`config.mk`:
```
export PLATFORM = sky130hd
export DESIGN_NAME = port_e_pad_ctrl
export DESIGN_NICKNAME = d
export VERILOG_FILES = /design/src/shared/port_e_pkg.sv /design/src/logic/port_e_pad_ctrl.sv /design/src/logic/guarded_reg.sv
export SDC_FILE = /design/constraint.sdc
export NUM_CORES = 1
export LEC_CHECK = 0
export BUFFER_PORTS_ARGS = -buffer_cell sky130_fd_sc_hd__buf_2
export CAP_MARGIN = 20
export CORE_MARGIN = 4
export CORE_UTILIZATION = 50
export DETAILED_ROUTE_END_ITERATION = 8
export PLACE_DENSITY = 0.8
export SETUP_SLACK_MARGIN = 0.1
export SKIP_CTS_REPAIR_TIMING = 1
export SYNTH_ARGS = -nofsm -noshare
export SYNTH_HDL_FRONTEND = slang
export SYNTH_SLANG_ARGS = --single-unit
```
`constraint.sdc`:
```
create_clock -name mclk -period 3.2 [get_ports mclk]
set_clock_uncertainty 0.1 [all_clocks]
set_input_delay 0.64 -clock mclk [delete_from_list [all_inputs] [get_ports mclk]]
set_output_delay 0.64 -clock mclk [all_outputs]
set_load 0.03 [all_outputs]
```
`src/shared/port_e_pkg.sv`:
```
/*
 * Constants for the port E function and pad control block: register offsets,
 * reset values per mode, field positions and the operating mode encoding.
 * Assumes an 8-bit register port with byte-wide offsets as printed.
 */
package port_e_pkg;

	// ------------------------------------------------------------------
	// Register offsets
	// ------------------------------------------------------------------
	localparam logic [15:0] OFF_DIRECTION    = 16'h0009;
	localparam logic [15:0] OFF_FUNCTION_SEL = 16'h000a;
	localparam logic [15:0] OFF_PULLUP       = 16'h000c;
	localparam logic [15:0] OFF_DRIVE        = 16'h000d;

	// ------------------------------------------------------------------
	// Function select field positions
	// ------------------------------------------------------------------
	localparam int FS_BUS_GATE_DIS  = 7;
	localparam int FS_CLKGEN_TEST   = 6;
	localparam int FS_QUEUE_OUT     = 5;
	localparam int FS_BUS_CLK_DIS   = 4;
	localparam int FS_BYTE_STROBE   = 3;
	localparam int FS_DIR_PIN       = 2;
	localparam int FS_TRIM_REF      = 1;
	localparam int FS_INV_CLK_SEL   = 0;

	// ------------------------------------------------------------------
	// Pull-up field positions and masks
	// ------------------------------------------------------------------
	localparam int PU_PORT_E        = 4;
	localparam int PU_PORT_B        = 1;
	localparam int PU_PORT_A        = 0;
	localparam logic [7:0] PU_WRITE_MASK   = 8'hf3;
	localparam logic [7:0] PU_E_PIN_MASK   = 8'h8f;
	localparam logic [7:0] DIR_WRITE_MASK  = 8'hfc;
	localparam logic [7:0] DRIVE_WRITE_MASK = 8'hff;

	// ------------------------------------------------------------------
	// Reset values
	// ------------------------------------------------------------------
	localparam logic [7:0] RST_DIRECTION  = 8'h00;
	localparam logic [7:0] RST_PULLUP     = 8'h10;
	localparam logic [7:0] RST_DRIVE      = 8'h00;
	localparam logic [7:0] RST_FS_NORM_EXP = 8'h00;
	localparam logic [7:0] RST_FS_SPEC_EXP = 8'h2c;
	localparam logic [7:0] RST_FS_PERIPH   = 8'hd0;
	localparam logic [7:0] RST_FS_NORM_SC  = 8'h90;
	localparam logic [7:0] RST_FS_SPEC_SC  = 8'h2e;
	// Per-bit write policy masks of the function select register.
	localparam logic [7:0] FS_ONCE_MASK    = 8'ha5 | 8'h0a;
	localparam logic [7:0] FS_FREE_MASK    = 8'h02;

	// ------------------------------------------------------------------
	// Operating modes
	// ------------------------------------------------------------------
	typedef enum logic [2:0] {
		MODE_SPEC_SC    = 3'h0,
		MODE_SPEC_EXP_N = 3'h1,
		MODE_PERIPH     = 3'h2,
		MODE_SPEC_EXP_W = 3'h3,
		MODE_NORM_SC    = 3'h4,
		MODE_NORM_EXP_N = 3'h5,
		MODE_NORM_EXP_W = 3'h7,
		MODE_RESERVED   = 3'h6
	} op_mode_t;

endpackage : port_e_pkg

```
`src/logic/port_e_pad_ctrl.sv`:
```
/*
 * Port E pin function mux with direction, function select, pull-up and
 * reduced-drive registers.
 * Assumes mode straps are stable pins, bus signals come from the core clock.
 */
module port_e_pad_ctrl
	import port_e_pkg::*;
(
	input  wire logic       mclk,
	input  wire logic       rst_n,
	input  wire logic [2:0] mode_pins,
	input  wire logic       port_e_emulation,
	input  wire logic       bus_clock_stretch,
	input  wire logic [15:0] addr,
	input  wire logic [7:0] wdata,
	input  wire logic       wr_stb,
	input  wire logic       rd_stb,
	output logic      [7:0] rdata,
	output logic            reg_hit,
	input  wire logic [7:0] gpio_out,
	input  wire logic [7:0] pin_in,
	output logic      [7:0] pin_level,
	output logic      [7:0] pin_out,
	output logic      [7:0] pin_oe,
	output logic      [7:0] pin_pullup,
	input  wire logic       data_bus_gate,
	input  wire logic       bus_clock,
	input  wire logic       bus_rd_wr,
	input  wire logic       byte_strobe,
	input  wire logic       queue_status_hi,
	input  wire logic       queue_status_lo,
	input  wire logic       clockgen_test,
	input  wire logic       trim_reference,
	input  wire logic       tag_enable,
	output logic            low_byte_tag,
	output logic      [7:0] port_pullup_en,
	output logic      [7:0] port_reduced_drive,
	output logic            bus_clock_is_input
);

	// ------------------------------------------------------------------
	// Synchronisers and mode capture
	// ------------------------------------------------------------------
	logic [7:0] pin_s1_q;
	logic [7:0] pin_s2_q;
	logic [2:0] mode_s1_q;
	logic [2:0] mode_s2_q;
	logic [2:0] mode_q;
	logic       init_q;
	logic       init_d;
	logic       clk_prev_q;
	logic       tag_q;

	always_ff @(posedge mclk or negedge rst_n) begin
		if (!rst_n) begin
			pin_s1_q  <= 8'h00;
			pin_s2_q  <= 8'h00;
			mode_s1_q <= 3'h0;
			mode_s2_q <= 3'h0;
		end else begin
			pin_s1_q  <= pin_in;
			pin_s2_q  <= pin_s1_q;
			mode_s1_q <= mode_pins;
			mode_s2_q <= mode_s1_q;
		end
	end

	// The straps settle through the synchroniser, then are latched once.
	logic [1:0] boot_cnt_q;
	assign init_d = (boot_cnt_q == 2'h2);

	always_ff @(posedge mclk or negedge rst_n) begin
		if (!rst_n) begin
			boot_cnt_q <= 2'h0;
			mode_q     <= MODE_NORM_SC;
			init_q     <= 1'b0;
		end else begin
			if (boot_cnt_q != 2'h3) begin
				boot_cnt_q <= boot_cnt_q + 2'h1;
			end
			if (init_d) begin
				mode_q <= mode_s2_q;
			end
			init_q <= init_d;
		end
	end

	// ------------------------------------------------------------------
	// Mode decode
	// ------------------------------------------------------------------
	op_mode_t mode;
	wire      special   = ~mode_q[2];
	assign mode = op_mode_t'(mode_q);
	wire      periph    = (mode == MODE_PERIPH);
	wire      single    = (mode == MODE_SPEC_SC) || (mode == MODE_NORM_SC);
	wire      expanded  = ~single & ~periph;
	wire      norm_narrow = (mode == MODE_NORM_EXP_N);

	logic [7:0] fs_reset;
	always_comb begin
		case (mode)
			MODE_NORM_SC:    fs_reset = RST_FS_NORM_SC;
			MODE_SPEC_SC:    fs_reset = RST_FS_SPEC_SC;
			MODE_PERIPH:     fs_reset = RST_FS_PERIPH;
			MODE_NORM_EXP_N,
			MODE_NORM_EXP_W: fs_reset = RST_FS_NORM_EXP;
			default:         fs_reset = RST_FS_SPEC_EXP;
		endcase
	end

	// ------------------------------------------------------------------
	// Address decode
	// ------------------------------------------------------------------
	wire dir_mapped = ~periph & ~(expanded & port_e_emulation);
	wire sel_dir   = dir_mapped && (addr == OFF_DIRECTION);
	wire sel_fs    = ~periph && (addr == OFF_FUNCTION_SEL);
	wire sel_pu    = ~periph && (addr == OFF_PULLUP);
	wire sel_drv   = ~periph && (addr == OFF_DRIVE);
	wire any_sel   = sel_dir | sel_fs | sel_pu | sel_drv;

	// ------------------------------------------------------------------
	// Registers
	// ------------------------------------------------------------------
	logic [7:0] dir_q;
	logic [7:0] pu_q;
	logic [7:0] fs;
	logic [7:0] drv;

	always_ff @(posedge mclk or negedge rst_n) begin
		if (!rst_n) begin
			dir_q <= RST_DIRECTION;
			pu_q  <= RST_PULLUP;
		end else begin
			if (wr_stb && sel_dir) begin
				dir_q <= wdata & DIR_WRITE_MASK;
			end
			if (wr_stb && sel_pu) begin
				pu_q <= wdata & PU_WRITE_MASK;
			end
		end
	end

	// ------------------------------------------------------------------
	// Function select
	// ------------------------------------------------------------------
	// The clock test bit never changes in normal modes. The bus clock
	// disable bit is held apart below because its policy follows the mode.
	logic [7:0] fs_raw;
	logic [7:0] fs_wdata;
	logic [7:0] fs_keep;
	wire        fs_hit = wr_stb && sel_fs;
	assign fs_keep  = special ? 8'h00 : (8'h01 << FS_CLKGEN_TEST);
	assign fs_wdata = (wdata & ~fs_keep) | (fs_raw & fs_keep);

	guarded_reg #(
		.ONCE_MASK  (FS_ONCE_MASK),
		.FREE_MASK  (FS_FREE_MASK),
		.NEVER_MASK (8'h00)
	) u_fs (
		.mclk     (mclk),
		.rst_n    (rst_n),
		.load     (init_q),
		.load_val (fs_reset),
		.special  (special),
		.wr       (fs_hit),
		.wdata    (fs_wdata),
		.value    (fs_raw)
	);

	// Bus clock disable: one write in normal single-chip, any write in
	// special single-chip, fixed in every other mode. A guarded byte cannot
	// switch its policy by mode, so this bit has a flop of its own.
	// Every write to the byte spends the single chance, even one that
	// leaves this bit alone.
	logic clk_dis_q;
	logic clk_dis_used_q;
	wire  clk_dis_wr = fs_hit
		&& ((mode == MODE_SPEC_SC)
		|| ((mode == MODE_NORM_SC) && !clk_dis_used_q));

	always_ff @(posedge mclk or negedge rst_n) begin
		if (!rst_n) begin
			clk_dis_q      <= 1'b0;
			clk_dis_used_q <= 1'b0;
		end else if (init_q) begin
			clk_dis_q      <= fs_reset[FS_BUS_CLK_DIS];
			clk_dis_used_q <= 1'b0;
		end else begin
			if (clk_dis_wr) begin
				clk_dis_q <= wdata[FS_BUS_CLK_DIS];
			end
			if (fs_hit) begin
				clk_dis_used_q <= 1'b1;
			end
		end
	end

	assign fs = {fs_raw[7:5], clk_dis_q, fs_raw[3:0]};

	guarded_reg #(
		.ONCE_MASK  (DRIVE_WRITE_MASK),
		.FREE_MASK  (8'h00),
		.NEVER_MASK (8'h00)
	) u_drv (
		.mclk     (mclk),
		.rst_n    (rst_n),
		.load     (1'b0),
		.load_val (RST_DRIVE),
		.special  (special),
		.wr       (wr_stb && sel_drv),
		.wdata    (wdata),
		.value    (drv)
	);

	// ------------------------------------------------------------------
	// Read port
	// ------------------------------------------------------------------
	logic [7:0] rd_mux;
	assign rd_mux = sel_dir ? dir_q :
	                sel_fs  ? fs    :
	                sel_pu  ? pu_q  :
	                sel_drv ? drv   : 8'h00;

	always_ff @(posedge mclk or negedge rst_n) begin
		if (!rst_n) begin
			rdata   <= 8'h00;
			reg_hit <= 1'b0;
		end else begin
			rdata   <= rd_stb ? rd_mux : 8'h00;
			reg_hit <= rd_stb & any_sel;
		end
	end

	// ------------------------------------------------------------------
	// Pin function mux
	// ------------------------------------------------------------------
	wire gate_dis = fs[FS_BUS_GATE_DIS];
	wire trim_en  = fs[FS_TRIM_REF];
	wire queue_on = fs[FS_QUEUE_OUT] & expanded;
	wire test_on  = fs[FS_CLKGEN_TEST] & ~single
		& ~(mode == MODE_NORM_EXP_N || mode == MODE_NORM_EXP_W);
	wire clk_on   = ~fs[FS_BUS_CLK_DIS]
		& ~periph & ~(single & bus_clock_stretch);
	wire strobe_on = fs[FS_BYTE_STROBE] & ~single & ~norm_narrow;
	wire rw_on    = fs[FS_DIR_PIN] & ~single;
	wire gate_on  = expanded & ~gate_dis;
	wire trim_on  = trim_en & (single | periph | gate_dis);

	// Each pin takes at most one alternate role; the order of the tests
	// below is the priority between roles that share a pin.
	logic [7:0] alt_sel;
	logic [7:0] alt_val;
	always_comb begin
		alt_sel = 8'h00;
		alt_val = 8'h00;
		if (gate_on) begin
			alt_sel[7] = 1'b1;
			alt_val[7] = fs[FS_INV_CLK_SEL] ? ~bus_clock : data_bus_gate;
		end else if (trim_on) begin
			alt_sel[7] = 1'b1;
			alt_val[7] = trim_reference;
		end
		if (queue_on) begin
			alt_sel[6:5] = 2'h3;
			alt_val[6:5] = {queue_status_hi, queue_status_lo};
		end else if (test_on) begin
			alt_sel[6] = 1'b1;
			alt_val[6] = clockgen_test;
		end
		if (clk_on) begin
			alt_sel[4] = 1'b1;
			alt_val[4] = bus_clock;
		end
		if (strobe_on) begin
			alt_sel[3] = 1'b1;
			alt_val[3] = byte_strobe;
		end else if (norm_narrow) begin
			alt_sel[3] = 1'b1;
			alt_val[3] = 1'b1;
		end
		if (rw_on) begin
			alt_sel[2] = 1'b1;
			alt_val[2] = bus_rd_wr;
		end
	end

	// Bits 1:0 of the direction register are hard zero, so those pins never drive.
	assign pin_oe    = alt_sel | (dir_q & ~alt_sel);
	assign pin_out   = (alt_val & alt_sel) | (gpio_out & ~alt_sel);
	assign pin_level = pin_s2_q;
	assign pin_pullup = pu_q[PU_PORT_E] ? (PU_E_PIN_MASK & ~pin_oe & 8'h8f) : 8'h00;
	assign bus_clock_is_input = periph;

	// Pull-ups for ports A and B drop out while those ports carry the bus.
	always_comb begin
		port_pullup_en = pu_q;
		if (~single) begin
			port_pullup_en[PU_PORT_A] = 1'b0;
			port_pullup_en[PU_PORT_B] = 1'b0;
		end
	end
	assign port_reduced_drive = drv;

	// Tagging: a low on pin 3 at the falling edge of the bus clock.
	wire tag_mode = ~mode_q[2] & expanded & fs[FS_BYTE_STROBE] & tag_enable;
	always_ff @(posedge mclk or negedge rst_n) begin
		if (!rst_n) begin
			clk_prev_q <= 1'b0;
			tag_q      <= 1'b0;
		end else begin
			clk_prev_q <= bus_clock;
			tag_q      <= tag_mode & clk_prev_q & ~bus_clock & ~pin_s2_q[3];
		end
	end
	assign low_byte_tag = tag_q;

endmodule : port_e_pad_ctrl

```
`src/logic/guarded_reg.sv`:
```
/*
 * One byte of storage with write-once or write-after-first protection.
 * Assumes write strobe and data come from logic on the same clock.
 */
module guarded_reg
	import port_e_pkg::*;
#(
	parameter logic [7:0] ONCE_MASK = 8'h00,
	parameter logic [7:0] FREE_MASK = 8'h00,
	parameter logic [7:0] NEVER_MASK = 8'h00
) (
	input  wire logic       mclk,
	input  wire logic       rst_n,
	input  wire logic       load,
	input  wire logic [7:0] load_val,
	input  wire logic       special,
	input  wire logic       wr,
	input  wire logic [7:0] wdata,
	output logic      [7:0] value
);

	logic [7:0] value_q;
	logic       touched_q;
	logic [7:0] en;

	// Outside FREE_MASK, normal modes take the first write to ONCE_MASK bits only; special modes skip it.
	assign en = FREE_MASK
		| (special ? (touched_q ? ~NEVER_MASK : 8'h00) : (touched_q ? 8'h00 : ONCE_MASK));

	always_ff @(posedge mclk or negedge rst_n) begin
		if (!rst_n) begin
			value_q   <= 8'h00;
			touched_q <= 1'b0;
		end else if (load) begin
			value_q   <= load_val;
			touched_q <= 1'b0;
		end else if (wr) begin
			value_q   <= (value_q & ~en) | (wdata & en);
			touched_q <= 1'b1;
		end
	end

	assign value = value_q;

endmodule : guarded_reg

```
# After elaboration in Yosys (flattened, before gate mapping)
# Cells that the tools add are included.
[totals]
out_inout_bits = 59
regBits = 70
wordCells = 142
input_bits = 58
[classes]
muxes = 39
add_sub_neg = 1
n_reduce_logical = 18
n_bitwise = 56
n_eq_ne = 10
[op_table]
columns = ["operator", "count"]
rows = [
  ["$mux 8", 14],
  ["$and 8x8->8", 8],
  ["$eq 16x4->1 const B", 4],
  ["$or 8x8->8", 5],
  ["$not 8->8", 4],
  ["$pmux 8 s4", 1],
  ["$mux 1", 22],
  ["$and 1x1->1", 21],
  ["$not 1->1", 11],
  ["$logic_and 1x1->1", 10],
  ["$eq 3x3->1 const B", 3],
  ["$and 8x7->8", 1],
  ["$not 7->8", 1],
  ["$mux 7", 1],
  ["$or 1x1->1", 5],
  ["$reduce_bool 2->1", 2],
  ["$eq 3x2->1 const B", 1],
  ["$logic_not 3->1", 1],
  ["$logic_or 1x1->1", 3],
  ["$add 2x1->2 const B", 1],
  ["$eq 2x2->1 const B", 1],
  ["$mux 2", 1],
  ["$ne 2x2->1 const B", 1],
  ["$reduce_or 2->1", 1],
  ["$logic_not 1->1", 1],
]

# Logic depth before layout (Yosys ltp)
# Gate-level depths: netlist (run 1).
[depth]
ltp_word = 12
depth_mapped = 7

# Cells and area by module
# From an unflattened synthesis (run 1), not the netlist that was laid out.
[hier_totals]
cells_unflattened = 319
area_unflattened_um2 = 3469.6
[by_module_without_submodules]
columns = ["module", "n_inst", "area_per_inst_um2", "cells_per_inst", "seq_area_each_um2"]
rows = [
  ["port_e_pad_ctrl", 1, 2484.9, 224, 1328.8],
  ["guarded_reg at u_fs", 1, 526.8, 47, 225.2],
  ["guarded_reg at u_drv", 1, 457.9, 48, 225.2],
]

# Worst setup path after synthesis (run 1)
# Ideal clock, no wire load.
[synth_path]
path_kind = "input to register"
startpoint = "in addr[5]"
endpoint = "reg dir_q[2]"
arrival_time_ns = 2.665
path_slack_ns = 0.310
stages = 7
setup_ns = 0.125
cell_sequence = "or4_1 -> buf_2 -> or4_1 -> clkbuf_2 -> or3_1 -> buf_6 -> mux2_4"
[synth_between]
elab_chain_cells = 3
[synth_lines]
columns = ["element", "line", "source"]
rows = [
  ["from (decl)", "port_e_pad_ctrl.sv:14", "input wire logic [15:0] addr,"],
  ["$eq 16x4->1", "port_e_pad_ctrl.sv:115", "wire sel_dir = dir_mapped && (addr == OFF_DIRECTION);"],
  ["$logic_and 1x1->1", "port_e_pad_ctrl.sv:115", ""],
  ["$logic_and 1x1->1", "port_e_pad_ctrl.sv:134", "if (wr_stb && sel_dir) begin"],
  ["to (signal assigned)", "port_e_pad_ctrl.sv:135", "dir_q <= wdata & DIR_WRITE_MASK;"],
  ["to (decl)", "port_e_pad_ctrl.sv:124", "logic [7:0] dir_q;"],
]
# No other way between the ends.
# A chain may end at the register's enable or synchronous reset.

# Worst setup path in the final report (run 1)
[layout_path]
startpoint = "reg mode_q[2] (netlist: mode[2])"
endpoint = "out pin_out[4]"
[layout_between]
elab_chain_cells = 9
[layout_lines]
columns = ["element", "line", "source"]
rows = [
  ["from (decl)", "port_e_pad_ctrl.sv:48", "logic [2:0] mode_q;"],
  ["from (signal assigned)", "port_e_pad_ctrl.sv:82", "mode_q <= mode_s2_q;"],
  ["$eq 3x3->1 / $logic_not 3->1 (equally long branches)", "port_e_pad_ctrl.sv:95", "wire single = (mode == MODE_SPEC_SC) || (mode == MODE_NORM_SC);"],
  ["$logic_or 1x1->1", "port_e_pad_ctrl.sv:95", ""],
  ["$and 1x1->1", "port_e_pad_ctrl.sv:243", "& ~periph & ~(single & bus_clock_stretch);"],
  ["$not 1->1", "port_e_pad_ctrl.sv:243", ""],
  ["$and 1x1->1 (*)", "port_e_pad_ctrl.sv:243", ""],
  ["$mux 1", "port_e_pad_ctrl.sv:270", "if (clk_on) begin"],
  ["$not 8->8", "port_e_pad_ctrl.sv:289", "assign pin_out = (alt_val & alt_sel) | (gpio_out & ~alt_sel);"],
  ["$and 8x8->8", "port_e_pad_ctrl.sv:289", ""],
  ["$or 8x8->8 (*)", "port_e_pad_ctrl.sv:289", ""],
  ["to (decl)", "port_e_pad_ctrl.sv:23", "output logic [7:0] pin_out,"],
]
# Mark *: on every way between the ends. The rest lies on a longest branch, timed or not.

==> flow_metrics.env, run 1 <==
export IMPL_setup_viol=0
export IMPL_fmax_mhz=346
export IMPL_grt_max_degree=52
export IMPL_async_reset_ff_frac=1.00
export IMPL_startpoint_type="flip-flop"
export IMPL_hpwl_um=6220
export IMPL_detail_route_antenna_nets=0
export IMPL_cap_viol_max_count=0
export IMPL_pre_cts_slack_ns=0.170
export IMPL_vias=2687
export IMPL_layout_commonest_cell="buf_2"
export IMPL_seq_area_frac_synth=0.531
export IMPL_cts_sinks=69
export IMPL_nFillCells=510
export IMPL_critPathBufInv=3
export IMPL_synth_cell_types=52
export IMPL_layout_drive_gt1_share=0.414
export IMPL_grt_overflow_total=0
export IMPL_grt_setup_unrepaired="no"
export IMPL_synth_enable_flop_cells=0
export IMPL_clock_path_buffers=2
export IMPL_cts_tree="yes"
export IMPL_core_area_um2=6350
export IMPL_first_global_vias=2728
export IMPL_via_per_inst=5.64
export IMPL_synth_flop_cell="dfrtp_1"
export IMPL_drv_slew=0
export IMPL_syn_inst=292
export IMPL_cp_slowest_cell="dfstp_2"
export IMPL_design_area_um2=3980
export IMPL_timing_worst_setup_path_type="flip-flop to output port"
export IMPL_fp_dieH_um=88.7
export IMPL_fin_ws_ns=0.310
export IMPL_rows=29
export IMPL_wl_per_cell_um=17.3
export IMPL_hold_class="input pin to async pin"
export IMPL_place_area_um2=3810
export IMPL_final_setup_tns_ns=0
export IMPL_crit_family="flip-flops"
export IMPL_antenna_cells=0
export IMPL_htreeDepth=3
export IMPL_final_cell_mix="105 x buf_2, 67 x dfrtp_1, 22 x mux2_2"
export IMPL_area_delta_synth_final_pct=22.3
export IMPL_clk_pin_slew_ns=0.07
export IMPL_powerDensity_nw_per_um2=440
export IMPL_top_level_ports=117
export IMPL_insertion_delay_ns=0.35
export IMPL_cts_root_buf="clkbuf_8"
export IMPL_p_leak_uw=0.00199
export IMPL_ys_ff_latch=69
export IMPL_path_max_fanout=11
export IMPL_gp_congestion=0.909
export IMPL_initialDrtViolationCount=183
export IMPL_ff_latch_area_um2=1730
export IMPL_nets=455
export IMPL_status="complete, no violations"
export IMPL_tightest_slew_ns=0.543
export IMPL_layout_min_cycle_time_ns=2.89
export IMPL_die_x_um=88.7
export IMPL_yosys_warnings=0
export IMPL_grtUsageTotal=0.222
export IMPL_irDropWorstVdd_uv=308
export IMPL_slowest_delay_ns=0.66
export IMPL_drc_errors=0
export IMPL_arrival_ns=2.15
export IMPL_finalCritPeriodShare=0.903
export IMPL_dr_pass1_iters=5
export IMPL_relSlewSlack=0.635
export IMPL_netlist_area_um2=3250
export IMPL_io_buffers=105
export IMPL_avgSynthCellArea_um2=11.1
export IMPL_grt_first_pass_wirelength_um=13200
export IMPL_hold_violations=0
export IMPL_drt_wl_total_um=8220
export IMPL_multi_input_area_um2=1310
export IMPL_cp_cell_sequence="or3b_2, clkinv_1, a211oi_1, buf_4, mux2_2, buf_2"
export IMPL_die_area_um2=7860
export IMPL_initial_core_util=0.513
export IMPL_cp_required_ns=2.46
export IMPL_numCtsBuffers=9
export IMPL_cp_end_kind="output port"
export IMPL_antenna_found_initial=0
==> cell type report <==
cell class	count	area share
repair buffers	115	0.154
clock buffers	14	0.0409
inverters	15	0.0141
multi-input cells	184	0.330
flip-flops and latches	69	0.434
clock inverters	2	0.00251
well taps	77	0.0242
==> synthesized netlist by cell type (2+ instances only) <==
cell type	count	share of area
xor2_1	2	0.0054
o211ai_1	3	0.0069
or4_1	5	0.012
nor2_1	8	0.0092
a21oi_1	8	0.012
or2_2	3	0.0058
a211oi_1	4	0.0092
and3_1	2	0.0038
or3_1	2	0.0038
nand4_1	6	0.012
a31oi_1	4	0.0077
nand2_1	13	0.015
ha_1	3	0.012
buf_4	15	0.035
nand3_1	19	0.029
clkbuf_1	12	0.014
o21ai_0	13	0.020
mux2_2	22	0.076
o311ai_0	4	0.011
a311oi_1	6	0.016
mux2_4	6	0.028
nand2b_1	4	0.0077
dfstp_2	2	0.016
and2_1	2	0.0038
nor2b_1	9	0.017
inv_1	14	0.016
nor4_1	3	0.0058
dfrtp_1	67	0.52
nor3_1	8	0.012
==> report_power, final <==
group          internal (µW)  total, µW  switching (µW)
sequential               895        910            15.5
combinational           72.0        206             134
clock                    322        635             313
==> final timing paths <==
path / startpoint / end / slack (ns) / cells after the start
worst max-delay path: mode[2] / pin_out[4] / 0.31 / 6
worst min-delay path: rst_n / pin_s1_q[6] / 0.13 / 1
worst max register to register: mode[2] / pu_q[6] / 0.60 / 6
worst min register to register: pin_s1_q[2] / pin_level[2] / 0.25 / 0
max in group asynchronous: rst_n / pu_q[4] / 2.21 / 2
min in group mclk: pin_s1_q[2] / pin_level[2] / 0.25 / 0
==> stage by stage <==
stage,total power [µW],cells,hold slack (ns),utilization
6_report,1750,476,0.130,0.627
3_3_place_gp,1130,460,0.231,0.600
4_1_cts,1760,476,0.139,0.627
3_5_place_dp,1130,460,0.236,0.600
2_1_floorplan,1040,298,0.231,-
5_1_grt,1830,476,0.155,0.627
==> logic make-up (layout without fill, tap and decap cells) <==
family / count (synthesis) / count (layout) / share of synthesized area
simple gates: 93 / 93 / 0.167
flops: 69 / 69 / 0.531
other cells: 1 / 7 / 0.00115
xor+xnor: 3 / 3 / 0.00808
compound gates: 49 / 49 / 0.102
fa+ha+maj: 3 / 3 / 0.0115
mux: 29 / 29 / 0.107
buf+inv: 45 / 146 / 0.0723
==> routing by layer <==
metal | GRT usage | part of all wire | vias up
met5 | 0 | 0 | -
met4 | 0.115 | 0.030 | 0
met3 | 0.0549 | 0.081 | 22
met2 | 0.354 | 0.50 | 145
met1 | 0.279 | 0.39 | 1282
li1 | - | - | 1238
Power figures use the tool's default switching activity.
==> run 2: changes to the inputs <==
- PLACE_DENSITY: 0.8 -> 0.79
- SYNTH_HIERARCHICAL: default -> 1
==> run 2 against run 1 <==
First-iteration DRC count rose by 6.6%; register-to-register slack improved by 0.02 ns; global-route usage rose by 0.30 points; count of clock-buffer cells in the layout fell by 4; critical path type unchanged; largest cell class unchanged; largest power group unchanged; highest routed layer unchanged.
==> flow_metrics.env, run 2 <==
export IMPL_cp_required_ns=2.46
export IMPL_clock_path_buffers=2
export IMPL_rows=29
export IMPL_wl_per_cell_um=17.4
export IMPL_insertion_delay_ns=0.35
export IMPL_grt_max_degree=71
export IMPL_grt_use_met1=0.288
export IMPL_cap_viol_max_count=0
export IMPL_initialDrtViolationCount=195
export IMPL_fin_util=0.635
export IMPL_nets=488
export IMPL_powerDensity_nw_per_um2=461
export IMPL_p_leak_uw=0.00204
export IMPL_busiest_layer="met2"
export IMPL_final_cell_mix="105 x buf_2, 68 x dfrtp_1, 24 x nor2_1, 24 x conb_1, 21 x nand2_1"
export IMPL_hold_violations=0
export IMPL_htreeDepth=3
export IMPL_die_x_um=90.6
export IMPL_netlist_area_um2=3410
export IMPL_avgSynthCellArea_um2=10.9
export IMPL_timing_worst_setup_path_type="flip-flop to output port"
export IMPL_path_max_fanout=8
export IMPL_top_level_ports=117
export IMPL_fp_dieH_um=90.6
export IMPL_layout_min_cycle_time_ns=2.89
export IMPL_finalCritPeriodShare=0.904
export IMPL_antenna_cells=0
export IMPL_cp_end_kind="output port"
export IMPL_final_setup_tns_ns=0
export IMPL_grtUsageTotal=0.225
export IMPL_tightest_slew_ns=0.686
export IMPL_first_global_vias=2796
export IMPL_grt_setup_unrepaired="no"
export IMPL_clk_pin_slew_ns=0.08
export IMPL_area_delta_synth_final_pct=21.0
export IMPL_drv_slew=0
export IMPL_yosys_warnings=6
export IMPL_io_buffers=105
export IMPL_antenna_found_initial=0
export IMPL_layout_commonest_cell="buf_2"
export IMPL_via_per_inst=5.44
export IMPL_hold_class="input pin to async pin"
export IMPL_syn_inst=314
export IMPL_core_area_um2=6490
export IMPL_globalRouteMet2Util=0.370
export IMPL_setup_viol=0
export IMPL_drc_errors=0
export IMPL_irDropWorstVdd_uv=273
export IMPL_grt_first_pass_wirelength_um=14500
export IMPL_fmax_mhz=346
export IMPL_cts_sinks=70
export IMPL_cts_tree="yes"
export IMPL_hpwl_um=6680
export IMPL_numCtsBuffers=9
export IMPL_cts_root_buf="clkbuf_8"
export IMPL_dr_pass1_iters=4
export IMPL_gp_congestion=0.913
export IMPL_startpoint_type="flip-flop"
export IMPL_detail_route_antenna_nets=0
export IMPL_globalRouteMet3Util=0.0500
export IMPL_arrival_ns=2.15
export IMPL_drt_wl_total_um=8850
export IMPL_grt_overflow_total=0
export IMPL_die_area_um2=8210
export IMPL_vias=2771
export IMPL_initial_core_util=0.525
export IMPL_fin_total_pwr_uw=1900
export IMPL_status="complete, no violations"
export IMPL_relSlewSlack=0.542
export IMPL_layout_drive_gt1_share=0.354
==> run 2: layout make-up <==
type                            instances  area (µm²)
Inverter                               11        41.3
Clock buffer                           10         128
Fill cell                             525        2370
Sequential cell                        70        1750
Multi-Input combinational cell        229        1500
Tap cell                               77        96.3
Timing Repair Buffer                  106         546
Clock inverter                          6        62.6
==> run 2: path summary, 6_finish.rpt <==
path                              from      endpoint  slack (ns)  cells past startpoint
max                            mode[2]    pin_out[4]        0.31                      5
min                              rst_n  pin_level[3]        0.22                      2
max reg2reg                    mode[2]     flip-flop        0.62                      7
min reg2reg                pin_s1_q[3]  pin_level[3]        0.25                      0
max in group asynchronous        rst_n       pu_q[4]        2.46                      2
min in group mclk          pin_s1_q[3]  pin_level[3]        0.25                      0
==> run 2: metal layers <==
metal / wire length, µm / share of wire
met5: 0 / 0
met4: 206 / 0.023
met3: 593 / 0.067
met2: 4330 / 0.49
met1: 3720 / 0.42
==> run 2: critical path, stage by stage (launching register included) <==
cell,delay (ns)
dfstp_2,0.61
or3b_1,0.18
inv_1,0.12
a211oi_1,0.34
mux2_2,0.38
buf_2,0.18
==> run 2: stage by stage <==
stage	hold slack [ns]	setup WS (ns)	cell area, µm²	std cells
2_1_floorplan	0.231	0.768	3500	337
3_5_place_dp	0.235	0.370	3940	493
4_1_cts	0.223	0.311	4130	509
6_report	0.217	0.308	4130	509
3_3_place_gp	0.231	0.498	3940	493
5_1_grt	0.230	0.128	4130	509
==> run 2: where the power goes <==
group	switching (µW)	internal (µW)	total, µW
combinational	184	92.3	276
sequential	26.8	917	944
clock	323	358	682
total	534	1370	1900
==> run 3: changes to the inputs <==
- BUFFER_PORTS_ARGS: -buffer_cell sky130_fd_sc_hd__buf_2 -> -buffer_cell sky130_fd_sc_hd__buf_4
- MAX_ROUTING_LAYER: default -> met4
==> run 3 against run 2 <==
Die area unchanged; power decreased by 0.91%; flip-flop and latch count unchanged; largest cell class unchanged; critical endpoint unchanged; worst setup slack improved by 0.028 ns.
==> flow_metrics.env, run 3 (synthesized netlist as in run 2, its figures left out) <==
export IMPL_arrival_ns=2.12
export IMPL_grt_max_degree=71
export IMPL_powerDensity_nw_per_um2=432
export IMPL_initialDrtViolationCount=215
export IMPL_grt_first_pass_wirelength_um=14700
export IMPL_finalCritPeriodShare=0.895
export IMPL_drv_slew=0
export IMPL_setup_viol=0
export IMPL_hpwl_um=6780
export IMPL_p_leak_uw=0.00209
export IMPL_fmax_mhz=349
export IMPL_slowest_delay_ns=0.62
export IMPL_relSlewSlack=0.431
export IMPL_grt_setup_unrepaired="no"
export IMPL_p_sw_uw=539
export IMPL_grtUsageTotal=0.232
export IMPL_cap_viol_max_count=0
export IMPL_cp_end_kind="output port"
export IMPL_irDropWorstVdd_uv=299
export IMPL_cp_cell_sequence="or3b_1, inv_1, a211oi_1, mux2_2, buf_4"
export IMPL_layout_min_cycle_time_ns=2.86
export IMPL_drt_wl_total_um=8920
export IMPL_status="complete, no violations"
export IMPL_power_frac_clock=0.333
export IMPL_final_cell_mix="106 x buf_4, 68 x dfrtp_1, 24 x nor2_1, 24 x conb_1, 21 x nand2_1"
export IMPL_wl_per_cell_um=17.5
export IMPL_die_x_um=90.6
export IMPL_clock_path_buffers=2
export IMPL_path_max_fanout=8
export IMPL_p_int_uw=1350
export IMPL_htreeDepth=3
export IMPL_vias=2793
export IMPL_tightest_slew_ns=0.854
export IMPL_cts_tree="yes"
export IMPL_hold_class="flip-flop to flip-flop"
export IMPL_nets=488
export IMPL_final_setup_tns_ns=0
export IMPL_numCtsBuffers=9
export IMPL_hold_violations=0
export IMPL_antenna_cells=0
export IMPL_fp_dieH_um=90.6
export IMPL_comb_power_share=0.165
export IMPL_first_global_vias=2802
export IMPL_cts_sinks=70
export IMPL_fin_total_pwr_uw=1880
export IMPL_cp_required_ns=2.46
export IMPL_cts_root_buf="clkbuf_8"
export IMPL_rows=29
export IMPL_gp_congestion=0.895
export IMPL_drc_errors=0
export IMPL_critPathBufInv=2
export IMPL_power_frac_seq=0.502
export IMPL_layout_drive_gt1_share=0.354
export IMPL_startpoint_type="flip-flop"
export IMPL_clk_pin_slew_ns=0.08
export IMPL_detail_route_antenna_nets=0
export IMPL_grt_overflow_total=0
export IMPL_core_area_um2=6490
export IMPL_via_per_inst=5.49
export IMPL_initial_core_util=0.525
export IMPL_dr_pass1_iters=5
export IMPL_nFillCells=522
export IMPL_cp_slowest_cell="dfstp_2"
export IMPL_antenna_found_initial=0
export IMPL_insertion_delay_ns=0.34
export IMPL_area_delta_synth_final_pct=27.9
export IMPL_die_area_um2=8210
export IMPL_swShare=0.286
export IMPL_top_level_ports=117
export IMPL_io_buffers=105
export IMPL_timing_worst_setup_path_type="flip-flop to output port"
export IMPL_layout_commonest_cell="buf_4"
export IMPL_crit_family="flip-flops"
[run 3: changes by cell type in the layout (fill, tap and decap cells not counted), moves of 2 or more]
cell	before	now
buf_2	105	0
clkinvlp_4	0	2
buf_4	0	106
clkinv_4	2	0
[run 3: power groups by stage]
stage | combinational (µW) | clock, µW | sequential [µW]
6_report | 310 | 628 | 946
5_1_grt | 334 | 679 | 950
4_1_cts | 311 | 645 | 946
3_5_place_dp | 310 | 0 | 963
3_3_place_gp | 305 | 0 | 961
2_1_floorplan | 146 | 0 | 978
[run 3: area by class of cell]
type | instances | area (µm²) | area share
Sequential cell | 70 | 1750 | 0.402
Multi-Input combinational cell | 229 | 1500 | 0.344
Timing Repair Buffer | 106 | 796 | 0.182
Clock buffer | 11 | 141 | 0.0324
Tap cell | 77 | 96.3 | 0.0221
Inverter | 11 | 41.3 | 0.00947
Clock inverter | 5 | 33.8 | 0.00775
[run 3: per-layer routing]
metal,vias up,track usage,wire [µm]
li1,1315,-,-
met1,1342,0.304,3770
met2,113,0.358,4410
met3,23,0.0392,540
met4,0,0.0957,197
met5,-,-,0
[run 3: path summary, 6_finish.rpt]
check | start | to | slack (ns) | depth (start not counted)
worst max-delay path | mode[2] | pin_out[4] | 0.34 | 5
worst min-delay path | pin_s1_q[5] | pin_level[5] | 0.25 | 0
worst max register to register | mode[1] | flip-flop | 0.81 | 7
worst min register to register | pin_s1_q[5] | pin_level[5] | 0.25 | 0
max in group asynchronous | rst_n | reg_hit | 2.13 | 1
min in group asynchronous | rst_n | mode_s1_q[2] | 0.31 | 1
[run 3: worst reg2reg max path: stages, from the launching register on]
cell,delay (ns)
dfrtp_1,0.53
or3b_1,0.43
and4_1,0.28
and3_1,0.28
and2_1,0.20
buf_4,0.17
a31oi_1,0.19
a21oi_1,0.10
[run 3: through the flow]
stage / utilization / cells / hold WS [ns] / cell area (µm²) / setup slack (ns)
floorplan: - / 337 / 0.231 / 3500 / 0.768
global placement: 0.645 / 493 / 0.232 / 4190 / 0.593
detailed placement: 0.645 / 493 / 0.235 / 4190 / 0.559
CTS: 0.672 / 509 / 0.253 / 4360 / 0.321
global route: 0.672 / 509 / 0.258 / 4360 / 0.236
finish: 0.672 / 509 / 0.251 / 4360 / 0.336
